### src/sar_adc_params.svh
// Constants of the successive-approximation converter control block.
// Assumes a single 50 MHz system clock; included by the package and both converter modules.
`ifndef SAR_ADC_PARAMS_SVH
`define SAR_ADC_PARAMS_SVH

`define RESULT_WIDTH    8
`define CTRL_WIDTH      8
`define CTRL_IRQ_EN_BIT 7
`define CTRL_DONE_BIT   6
`define CTRL_TRIG_BIT   5
`define CTRL_POWER_BIT  4
`define CTRL_RESET      8'h40
`define RESULT_RESET    8'h00
`define SAR_FIRST_MASK  8'h80
`define SAR_LAST_MASK   8'h01
`define CONV_TIME_NS    70000
`define CLK_PERIOD_NS   20
`define CONV_CYCLES     (`CONV_TIME_NS / `CLK_PERIOD_NS)
`define BIT_CYCLES      (`CONV_CYCLES / `RESULT_WIDTH)

`endif

### src/sar_adc_pkg.sv
// Types shared by the converter control block and its approximation register.
// Assumes the constants header is on the include path.
`include "sar_adc_params.svh"

package sar_adc_pkg;

  typedef enum logic [1:0] {
    ST_IDLE    = 2'b01,
    ST_CONVERT = 2'b10
  } conv_state_t;

  typedef struct packed {
    logic                     strobe;
    logic [`CTRL_WIDTH-1:0]   data;
  } ctrl_write_t;

  typedef struct packed {
    logic irq_en;
    logic power_on;
  } ctrl_bits_t;

  function automatic logic is_trigger(input ctrl_write_t w);
    is_trigger = w.strobe & w.data[`CTRL_TRIG_BIT];
  endfunction : is_trigger

endpackage : sar_adc_pkg

### src/sar_approx_register.sv
// Successive-approximation register: trial code towards the DAC and final result.
// Assumes comp_in is high while the analog input is at or above the trial level.
`timescale 1ns/10ps
`include "sar_adc_params.svh"

module sar_approx_register (
  input  wire logic                     clock_in,
  input  wire logic                     rst_in,
  input  wire logic                     start_in,
  input  wire logic                     abort_in,
  input  wire logic                     step_in,
  input  wire logic                     comp_in,
  output logic      [`RESULT_WIDTH-1:0] trial_code_out,
  output logic      [`RESULT_WIDTH-1:0] result_out,
  output logic                          finish_out
);
  import sar_adc_pkg::*;

  logic [`RESULT_WIDTH-1:0] trial_r, trial_nxt;
  logic [`RESULT_WIDTH-1:0] mask_r, mask_nxt;
  logic [`RESULT_WIDTH-1:0] result_r, result_nxt;
  logic                     finish_r, finish_nxt;
  logic [`RESULT_WIDTH-1:0] decided;

  always_comb begin
    trial_nxt  = trial_r;
    mask_nxt   = mask_r;
    result_nxt = result_r;
    finish_nxt = 1'b0;
    decided    = comp_in ? trial_r : (trial_r & ~mask_r);
    if (start_in) begin
      trial_nxt = `SAR_FIRST_MASK;
      mask_nxt  = `SAR_FIRST_MASK;
    end else if (abort_in) begin
      mask_nxt = '0;
    end else if (step_in && (mask_r != '0)) begin
      // Each bit is kept only if the input reaches its level, so 256 equal steps result.
      trial_nxt = decided | (mask_r >> 1);
      mask_nxt  = mask_r >> 1;
      if (mask_r == `SAR_LAST_MASK) begin
        // All-high comparisons give full scale, all-low give zero, with no overflow.
        result_nxt = decided;
        finish_nxt = 1'b1;
      end
    end
  end

  always_ff @(posedge clock_in) begin
    if (rst_in) begin
      trial_r  <= '0;
      mask_r   <= '0;
      result_r <= `RESULT_RESET;
      finish_r <= 1'b0;
    end else begin
      trial_r  <= trial_nxt;
      mask_r   <= mask_nxt;
      result_r <= result_nxt;
      finish_r <= finish_nxt;
    end
  end

  assign trial_code_out = trial_r;
  assign result_out     = result_r;
  assign finish_out     = finish_r;
endmodule : sar_approx_register

### src/sar_adc_conversion_control.sv
// Conversion control of the 8-bit successive-approximation converter.
// Assumes register accesses arrive as one-cycle write strobes and the comparator is synchronous.
`timescale 1ns/10ps
`include "sar_adc_params.svh"

// Notes on behaviour
// - Successive approximation yields an 8-bit unsigned result.
// - Input at upper reference gives all ones.
// - Input at lower reference gives zero.
// - Results are monotonic with the input.
// - Span is split into 256 equal steps.
// - Trigger write starts conversion and clears done.
// - Hardware sets done when a conversion ends.
// - Interrupt at completion only when enabled.
// - Trigger during conversion restarts a fresh one.
// - Trigger bit always reads as zero.
// - One conversion per trigger, never repeated.
// - Done clears only on start, not writes; the code also clears it on a trigger write while powered off.
// - Conversion takes about 70 microseconds.
// - Keeps running in WAIT; interrupt wakes it.
// - Power off switches the converter off.
// - Power bit one means on.
// - Control reads 40h after reset.
module sar_adc_conversion_control #(
  parameter int unsigned BIT_CYCLES = `BIT_CYCLES
) (
  input  wire logic                     clock_in,
  input  wire logic                     rst_in,
  input  wire sar_adc_pkg::ctrl_write_t ctrl_wr_in,
  input  wire logic                     wait_mode_in,
  input  wire logic                     stop_mode_in,
  input  wire logic                     comp_in,
  output logic      [`CTRL_WIDTH-1:0]   ctrl_rdata_out,
  output logic      [`RESULT_WIDTH-1:0] result_out,
  output logic      [`RESULT_WIDTH-1:0] dac_code_out,
  output logic                          analog_power_out,
  output logic                          busy_out,
  output logic                          irq_out,
  output logic                          wake_out
);
  import sar_adc_pkg::*;

  localparam int unsigned DIV_W = $clog2(BIT_CYCLES + 1);
  localparam logic [DIV_W-1:0] DIV_LAST = DIV_W'(BIT_CYCLES - 1);

  conv_state_t      state_r, state_nxt;
  ctrl_bits_t       ctrl_r, ctrl_nxt;
  logic             done_r, done_nxt;
  logic [DIV_W-1:0] div_r, div_nxt;
  logic             trig;
  logic             active;
  logic             start;
  logic             abort;
  logic             step;
  logic             finish;

  assign trig   = is_trigger(ctrl_wr_in);
  // Power one means on; STOP forces the converter off whatever software set.
  assign active = ctrl_r.power_on & ~stop_mode_in;
  // The trigger is sampled in every cycle, so a write mid-conversion restarts it.
  assign start  = trig & active;
  assign abort  = (state_r == ST_CONVERT) & ~active;
  assign step   = (state_r == ST_CONVERT) & active & ~trig & (div_r == DIV_LAST);

  always_comb begin
    ctrl_nxt  = ctrl_r;
    done_nxt  = done_r;
    state_nxt = state_r;
    div_nxt   = div_r;
    if (ctrl_wr_in.strobe) begin
      ctrl_nxt.irq_en   = ctrl_wr_in.data[`CTRL_IRQ_EN_BIT];
      ctrl_nxt.power_on = ctrl_wr_in.data[`CTRL_POWER_BIT];
    end
    // The done bit of a write is ignored; only a trigger clears it.
    if (trig) begin
      done_nxt = 1'b0;
    end
    // A completion in the same cycle as a trigger still sets the flag.
    if (finish) begin
      done_nxt = 1'b1;
    end
    unique case (state_r)
      ST_IDLE: begin
        // Nothing restarts here without a fresh trigger.
        if (start) begin
          state_nxt = ST_CONVERT;
          div_nxt   = '0;
        end
      end
      ST_CONVERT: begin
        if (!active) begin
          state_nxt = ST_IDLE;
        end else if (trig) begin
          div_nxt = '0;
        end else if (finish) begin
          state_nxt = ST_IDLE;
        end else begin
          // Eight bit periods make up the conversion time.
          div_nxt = step ? '0 : div_r + DIV_W'(1);
        end
      end
    endcase
  end

  always_ff @(posedge clock_in) begin
    if (rst_in) begin
      state_r <= ST_IDLE;
      ctrl_r  <= '0;
      done_r  <= 1'b1;
      div_r   <= '0;
    end else begin
      state_r <= state_nxt;
      ctrl_r  <= ctrl_nxt;
      done_r  <= done_nxt;
      div_r   <= div_nxt;
    end
  end

  sar_approx_register u_sar (
    .clock_in       (clock_in),
    .rst_in         (rst_in),
    .start_in       (start),
    .abort_in       (abort),
    .step_in        (step),
    .comp_in        (comp_in),
    .trial_code_out (dac_code_out),
    .result_out     (result_out),
    .finish_out     (finish)
  );

  // The trigger position is never stored, so a read of it can only give zero.
  assign ctrl_rdata_out   = {ctrl_r.irq_en, done_r, 1'b0, ctrl_r.power_on, 4'h0};
  assign analog_power_out = active;
  assign busy_out         = (state_r == ST_CONVERT);
  // The request is a level that stays while the flag stays, so the handler must mask it.
  assign irq_out          = done_r & ctrl_r.irq_en;
  // WAIT leaves the converter running; STOP has no wake path from here.
  assign wake_out         = irq_out & wait_mode_in & ~stop_mode_in;

  logic [15:0] conv_cnt_r, conv_cnt_nxt;

  always_comb begin
    conv_cnt_nxt = conv_cnt_r + 16'h0001;
    if (start || state_r != ST_CONVERT) begin
      conv_cnt_nxt = '0;
    end
  end

  always_ff @(posedge clock_in) begin
    if (rst_in) begin
      conv_cnt_r <= '0;
    end else begin
      conv_cnt_r <= conv_cnt_nxt;
    end
  end
endmodule : sar_adc_conversion_control

### config.mk
export PLATFORM = sky130hd
export DESIGN_NAME = sar_adc_conversion_control
export DESIGN_NICKNAME = d
export VERILOG_FILES = /design/src/sar_adc_pkg.sv /design/src/sar_approx_register.sv /design/src/sar_adc_conversion_control.sv
export VERILOG_INCLUDE_DIRS = /design/src
export SDC_FILE = /design/constraint.sdc
export NUM_CORES = 1
export LEC_CHECK = 0
export ABC_AREA = 1
export BUFFER_PORTS_ARGS = -buffer_cell sky130_fd_sc_hd__buf_2
export CAP_MARGIN = 30
export CORE_MARGIN = 2
export CORE_UTILIZATION = 58
export DETAILED_ROUTE_END_ITERATION = 7
export HOLD_SLACK_MARGIN = 0.08
export PLACE_DENSITY = 0.91
export SLEW_MARGIN = 20
export SYNTH_ARGS = -nofsm -noshare
export SYNTH_HDL_FRONTEND = slang
export SYNTH_SLANG_ARGS = --single-unit
### constraint.sdc
create_clock -name clock_in -period 2 [get_ports clock_in]
set_input_delay 0.4 -clock clock_in [delete_from_list [all_inputs] [get_ports clock_in]]
set_output_delay 0.4 -clock clock_in [all_outputs]
set_load 0.005 [all_outputs]
==> results of run 1 <==
==> per-stage QoR <==
step                      util, %  hold WS, ps  power (uW)  std cells  worst slack, ps
final                        67.3          295        1540        380              363
after global routing         67.3          326        1590        380              254
after CTS                    67.3          288        1550        380              395
after detailed placement     64.7          430         997        372              370
after global placement       64.7          424         991        372              396
after floorplan                 -          414         955        305              621
==> state kept, by name, indices dropped and copies added (netlist names) <==
signal	count
state_r	2
ctrl_rdata_out	2
u_sar.finish_out	1
u_sar.result_out	8
done_r	1
u_sar.trial_code_out	8
div_r	9
u_sar.mask_r	8
==> routing by layer <==
metal	wire, um	vias up	share of wire (%)	track usage, %
met3	232	9	5.6	4.68
met1	1770	845	43	25.2
met5	0	-	0	0
met2	2020	62	49	38.4
li1	-	974	-	-
met4	90	0	2.2	11.4
==> logic make-up (layout without fill, tap and decap cells) <==
family                     after synthesis  after routing  share of synthesized area (%)
and+or+nand+nor                        166            166                           37.6
buffers and inverters                   59             88                           12.8
DFF                                     39             39                           39.0
AOI/OAI and AO/OA                       34             34                           9.13
adders and majority gates                2              2                           1.25
other                                    1              5                          0.187
==> cell usage after synthesis (3+ instances only) <==
master and n:
a21oi_1 15, buf_4 7, dfxtp_1 39, inv_1 41, inv_2 6, nand2_1 74, nand2_2 8, nand3_1 12
nand4_1 5, nor2_1 54, nor3_1 3, o21ai_0 15
==> worst max path at each step <==
| stage | from | endpoint | cells after the start | slack (ps) |
|---|---|---|---|---|
| floorplan | div_r[0] | u_sar.mask_r[4] | 12 | 620 |
| global placement | ctrl_wr_in[8] | div_r[0] | 10 | 400 |
| detailed placement | ctrl_wr_in[8] | div_r[4] | 10 | 370 |
| CTS | div_r[0] | div_r[4] | 11 | 390 |
| global route | div_r[0] | div_r[4] | 11 | 250 |
| finish | div_r[0] | div_r[4] | 11 | 360 |
==> report_power, final <==
group | internal [uW] | leakage [uW] | switching (uW)
clock | 295 | 0.0000482 | 263
sequential | 797 | 0.000316 | 18.4
combinational | 53.2 | 0.000870 | 113
total | 1150 | 0.00123 | 394
==> worst max-delay path, stage by stage, from the launching register on <==
cell and delay (ps):
dfxtp_1 400, inv_1 70, ha_1 190, inv_1 60, nor2_1 40, nand2_1 110, nor2_1 50, nand2_1 120
nand2_1 110, nand2_1 70, nand2_1 160, a21oi_1 200
==> cell type report <==
class	instances	area share [%]
Multi-Input combinational cell	207	43.6
Clock buffer	6	2.29
Timing Repair Buffer	31	6.91
Inverter	49	8.25
Clock inverter	2	1.56
Tap cell	46	2.56
Sequential cell	39	34.8
==> impl_metrics.tcl, run 1 <==
set metrics [dict create \
    ys.flop_type "dfxtp_1" \
    clk_path_buf_depth 2 \
    drv_cap 0 \
    hold_path_class "in -> reg" \
    cts_tree "built" \
    place_area_um2 2160 \
    gp_congestion 0.854 \
    synth_area_leaders "dfxtp_1 (39%), nand2_1 (14%), nor2_1 (10%)" \
    hp-start "ctrl_wr_in[7]" \
    post_cts_resized 0 \
    hold_viol_final 0 \
    maxSlewViolCount 0 \
    htree_levels 2 \
    clkTransAtPathRegs_ps 120 \
    synth-edff-count 0 \
    synth-seq-cells 39 \
    critPathArrivalTime_ps 1920 \
    overflow 0 \
    setup_viol 0 \
    die_area_um2 3940 \
    ir_drop_uv 419 \
    whs_path_depth 3 \
    wirelength_um 4120 \
    regArea_um2 781 \
    cts_root_buffer "clkbuf_4" \
    dieHeight_um 62.8 \
    drive_gt1_share_pct 19.2 \
    layout_commonest_cell "nand2_1" \
    via_per_inst 4.97 \
    timing.fmax_mhz 611 \
    syn_area_um2 2000 \
    ff2ff_setup_slack_ps 360 \
    rr_worst_depth 11 \
    antenna_found_initial 0 \
    layout.nets 349 \
    finClkSkew_ps 12.0 \
    yosysUniqueCellTypes 29 \
    wl_per_cell_um 10.8 \
    drc 0 \
    start_util_pct 60.0 \
    grt_pass1_vias 1688 \
    rsz0062_at_grt "no" \
    layout_common_cells "nand2_1 (74), nor2_1 (54), inv_1 (41)" \
    yosysWarningCount 0 \
    fp.dieW_um 62.8 \
    start_kind "flop" \
    seq_area_frac_synth_pct 39.0 \
    relSlewSlack_pct 65.8 \
    cts_hold_buf 0 \
    cts_sinks 39 \
    synth-async-reset-ratio_pct 0 \
    power_density_nw_per_um2 686 \
    multi_input_area_um2 980 \
    r2r-start "div_r[0]" \
    num_antenna_cells 0 \
    worstMarginPinSlew_ps 511 \
    critical_path_required_ps 2280 \
    firstDrtPassIters 4 \
    ios 42 \
    tns_ps 0 \
    num_rows 21 \
    leakagePower_uw 0.00123 \
    worstSkewPairLatency_ps 350 \
    syn_avg_cell_area_um2 6.65 \
    hold_end "ctrl_rdata_out[7]" \
    reg2reg_to "div_r[4]" \
    min_period_ps 1640 \
    dp_hpwl_um 3070 \
    io_buffers 31 \
    synth_top_area_share_pct 39.0 \
    cts_made_buffers 5 \
    final_antenna_net_count 0 \
    cts_setup_buffers 0 \
    track_usage_pct 22.0 \
    worstPathMaxFanout 6 \
    vias 1890 \
    synthToLayoutAreaGrowth_pct 12.1 \
    drt_iter0_markers 122 \
    finish.instance_area_um2 2240 \
    finalCritPeriodShare_pct 81.9 \
    synth_top_area_cell "dfxtp_1" \
    status "completed" \
    core_area_um2 3340 \
    grt_pass1_wl_um 6940 \
    critPathKind "reg -> reg" \
    end_kind "flop" \
    syn-instance-count 301 \
    n_fill_cell 280 \
    grt_max_degree 27 \
]
No activity file was read; power rests on OpenSTA's default activity.
==> run 2: changes to the inputs <==
CORE_UTILIZATION = 49   (was 58)
PLACE_DENSITY = 0.83   (was 0.91)
clock period = 1.5 ns   (was 2 ns; I/O delays follow)
==> impl_metrics.tcl, run 2 (synthesis results as in run 1) <==
set metrics [dict create \
    fp.dieW_um 67.9 \
    layout.nets 363 \
    ios 42 \
    worst-path-buf-inv 3 \
    pwr-share-clk_pct 36.4 \
    grt_pass1_vias 1686 \
    dp_hpwl_um 3080 \
    cts_made_buffers 5 \
    path_delay_family "simple AND/OR/NAND/NOR gates" \
    seq_power_share_pct 49.8 \
    worstPathMaxFanout 6 \
    start_util_pct 50.4 \
    worst_path_max_delay_cell "dfxtp_2" \
    gp_congestion 0.861 \
    place_area_um2 2230 \
    maxSlewViolCount 0 \
    finalCritPeriodShare_pct 103 \
    drc 0 \
    cts_hold_buf 0 \
    cpPeakStageDelay_ps 330 \
    core_area_um2 3970 \
    critical_path_required_ps 1690 \
    timing.fmax_mhz 646 \
    track_usage_pct 19.4 \
    layout_common_cells "nand2_1 (64), nor2_1 (50), inv_1 (38)" \
    wirelength_um 4590 \
    final_antenna_net_count 0 \
    power.switching_uw 579 \
    crit_top_cell "inv_2" \
    hp-start "ctrl_wr_in[7]" \
    reg2reg_to "u_sar.trial_code_out[0]" \
    power_frac_comb_pct 13.7 \
    totalPowerFinal_uw 2170 \
    whs_path_depth 3 \
    die_area_um2 4610 \
    clkTransAtPathRegs_ps 80 \
    antenna_found_initial 0 \
    drv_cap 0 \
    power_density_nw_per_um2 874 \
    hold_end "ctrl_rdata_out[7]" \
    drive_gt1_share_pct 28.7 \
    ir_drop_uv 670 \
    p_int_uw 1590 \
    critPathArrivalTime_ps 1740 \
    end_kind "flop" \
    setup_viol 17 \
    wl_per_cell_um 11.5 \
    io_buffers 31 \
    worstSkewPairLatency_ps 300 \
    status "complete, but fails checks" \
    setup_ws_ps -49.2 \
    dpl.cell_count 385 \
    place_ws_ps -12.6 \
    stdcell_count 398 \
    crit_chain "inv_2 > ha_4 > inv_2 > nor2_2 > nand2_2 > inv_2 > nand2_4 > nor2_8 > nand2_4 > o21ai_2 > nor2_1" \
    ff2ff_setup_slack_ps -50 \
    num_rows 23 \
    hold_viol_final 0 \
    overflow 0 \
    hold_path_class "in -> reg" \
    start_kind "flop" \
    grt_max_degree 27 \
    drt_iter0_markers 142 \
    firstDrtPassIters 4 \
    postLayoutCoreUtil_pct 62.6 \
    finClkSkew_ps 6.93 \
    violations "setup timing" \
    r2r-start "div_r[1]" \
    grt_pass1_wl_um 6740 \
    cts_sinks 39 \
    layout_commonest_cell "nand2_1" \
    largest_reg_flops 9 \
    finish.instance_area_um2 2490 \
    num_antenna_cells 0 \
    critPathKind "reg -> reg" \
    dieHeight_um 67.9 \
    via_per_inst 4.94 \
    cts_tree "built" \
    min_period_ps 1550 \
    leakagePower_uw 0.00132 \
    rsz0062_at_grt "yes" \
    top_register "div_r" \
    clk_path_buf_depth 2 \
    switching_share_pct 26.7 \
    rr_worst_depth 11 \
    htree_levels 2 \
    vias 1966 \
    cts_root_buffer "clkbuf_8" \
    synthToLayoutAreaGrowth_pct 24.2 \
]
run 2: cell types whose count changed in the layout (fill, tap and decap cells not counted), moves of 4 or more:
cell	previous run	this run
clkbuf_8	1	7
nor2_1	54	50
nand2_1	74	64
nand2_4	2	6
nand2_2	8	14
buf_4	0	10
o21ai_0	15	11
nor2_2	2	6
clkbuf_4	5	0
run 2: power by group through the flow:
stage / Sequential [uW] / Combinational [uW] / Clock, uW
6_report: 1080 / 298 / 792
5_1_grt: 1090 / 331 / 843
4_1_cts: 1080 / 256 / 803
3_5_place_dp: 1100 / 251 / 0
3_3_place_gp: 1100 / 246 / 0
2_1_floorplan: 1100 / 168 / 0
run 2: worst min-delay path, cell delays in order:
cell	delay (ps)
buf_2	80
nor2_1	40
nor2_1	90
run 2: per-layer routing:
metal  share of wire, %  global-route usage, %  vias to the layer above
met5                  0                      0                        -
met4                2.3                   9.25                        0
met3                4.9                   5.26                        9
met2                 51                   34.6                       51
met1                 41                   21.0                      896
li1                   -                      -                     1010
run 2: worst max-delay path by stage:
stage | from | slack (ps) | to | depth (start not counted)
floorplan | div_r[0] | 120 | u_sar.mask_r[4] | 12
global placement | div_r[0] | 40 | u_sar.trial_code_out[0] | 11
detailed placement | div_r[0] | -10 | div_r[6] | 11
CTS | div_r[1] | 4 | u_sar.result_out[4] | 11
global route | div_r[1] | -120 | u_sar.mask_r[3] | 12
finish | div_r[1] | -50 | u_sar.trial_code_out[0] | 11
run 2: what timing repair did:
action | CTS | global route
setup buffers | 1 | 2
pin swaps | 0 | 11
gates resized for setup | 2 | 34
gates cloned | 0 | 2
endpoints found under the setup margin | 8 | 34
run 2: through the flow:
step	TNS [ps]	hold slack, ps
final	-435	235
after global routing	-2080	270
after CTS	0	229
after detailed placement	-32.7	432
after global placement	0	427
after floorplan	0	414
run 2: cell type report:
type,instances,area (um^2)
sequential,39,783
multi-input combinational,209,1100
inverter,49,188
tap,50,62.6
clock inverter,1,7.51
fill,341,1490
timing repair buffer,43,253
clock buffer,7,96.3
==> run 3: changes to the inputs <==
CORE_UTILIZATION = 35   (was 49)
PLACE_DENSITY = 0.64   (was 0.83)
==> impl_metrics.tcl, run 3 (synthesis results as in run 1) <==
set metrics [dict create \
    drc 0 \
    hold_viol_final 0 \
    num_rows 27 \
    io_buffers 31 \
    crit_start "div_r[0]" \
    firstDrtPassIters 4 \
    layout.nets 363 \
    track_usage_pct 14.4 \
    clk_path_buf_depth 2 \
    worstPathMaxFanout 3 \
    setup_ws_ps 74.1 \
    layout_common_cells "nand2_1 (65), nor2_1 (51), inv_1 (38)" \
    fp.dieW_um 79.6 \
    min_period_ps 1430 \
    seq_power_share_pct 51.6 \
    ios 42 \
    dieHeight_um 79.6 \
    critPathKind "reg -> reg" \
    setup_viol 0 \
    synthToLayoutAreaGrowth_pct 25.2 \
    layout_commonest_cell "nand2_1" \
    power.switching_uw 599 \
    grt_pass1_vias 1690 \
    power_density_nw_per_um2 836 \
    leakagePower_uw 0.00132 \
    critPathArrivalTime_ps 1630 \
    wirelength_um 4470 \
    num_antenna_cells 0 \
    status "completed" \
    r2r-start "div_r[0]" \
    switching_share_pct 28.6 \
    drv_cap 0 \
    vias 1896 \
    power_frac_comb_pct 14.0 \
    rsz0062_at_grt "yes" \
    antenna_found_initial 0 \
    core_area_um2 5510 \
    via_per_inst 4.51 \
    finish.instance_area_um2 2510 \
    ir_drop_uv 427 \
    start_kind "flop" \
    totalPowerFinal_uw 2100 \
    p_int_uw 1500 \
    worstSkewPairLatency_ps 300 \
    drive_gt1_share_pct 29.3 \
    cts_made_buffers 5 \
    cts_root_buffer "clkbuf_8" \
    place_area_um2 2280 \
    hp-start "ctrl_wr_in[7]" \
    top_register "div_r" \
    drt_iter0_markers 59 \
    end_kind "flop" \
    maxSlewViolCount 0 \
    htree_levels 2 \
    start_util_pct 36.4 \
    critical_path_required_ps 1700 \
    hold_path_class "in -> reg" \
    gp_congestion 0.841 \
    finalCritPeriodShare_pct 95.1 \
    dp_hpwl_um 3220 \
    cts_sinks 39 \
    timing.fmax_mhz 701 \
    wl_per_cell_um 10.6 \
    grt_max_degree 27 \
    final_antenna_net_count 0 \
    finClkSkew_ps 6.44 \
    pwr-share-clk_pct 34.4 \
    regArea_um2 783 \
    n_fill_cell 561 \
    clkTransAtPathRegs_ps 80 \
    die_area_um2 6340 \
    place_ws_ps -35.4 \
    multi_input_area_um2 1100 \
    grt_pass1_wl_um 7200 \
    largest_reg_flops 9 \
    overflow 0 \
    cts_tree "built" \
]
-- run 3: cell type report --
cell class | instances | share of cell area, %
well taps | 72 | 3.59
clock buffers | 6 | 2.89
inverters | 49 | 7.49
repair buffers | 44 | 10.6
flip-flops and latches | 39 | 31.2
clock inverters | 2 | 0.499
multi-input cells | 208 | 43.7
-- run 3: power groups by stage --
stage / Clock [uW] / Sequential (uW) / Combinational (uW)
final: 722 / 1080 / 293
after global placement: 0 / 1100 / 255
after CTS: 739 / 1080 / 262
after floorplan: 0 / 1100 / 168
after global routing: 781 / 1090 / 330
after detailed placement: 0 / 1100 / 259
-- run 3: critical path, stage by stage, from the launching register on --
cell     delay [ps]
dfxtp_2         330
inv_2            70
ha_4            130
inv_2            30
nor2_1           70
nand2_1         100
inv_2            80
nand2_4          60
nor2_8          140
buf_4           150
nand2_1          70
nand2_1          60
a21oi_1          40
-- run 3: final timing paths --
path                                            end  slack, ps  cells after the start
worst max-delay path                u_sar.mask_r[0]         70                     12
worst max register to register      u_sar.mask_r[0]         70                     12
worst min register to register  u_sar.result_out[2]        440                      2
worst min-delay path              ctrl_rdata_out[7]        220                      3
-- run 3: timing repair --
action / CTS / global route
hold buffers: 0 / 0
gates cloned: 0 / 1
gates resized for setup: 1 / 33
buffers inserted: 1 / 0
pin swaps: 0 / 5
endpoints found under the setup margin: 7 / 32
-- run 3: per-stage QoR --
step                      setup TNS [ps]  utilization (%)  instances  hold slack (ps)
after floorplan                        0                -        305              414
after global placement                 0             41.4        410              427
after detailed placement           -90.7             41.4        410              434
after CTS                              0             43.4        419              222
after global routing                -343             45.5        420              239
final                                  0             45.5        420              222
-- run 3: metal layers --
metal / wire [um] / GRT usage [%] / vias to the layer above / share of wire, %
met4: 79 / 6.21 / 0 / 1.8
met2: 2160 / 24.2 / 31 / 48
met5: 0 / 0 / - / 0
li1: - / - / 1004 / -
met1: 2060 / 17.5 / 854 / 46
met3: 169 / 3.51 / 7 / 3.8
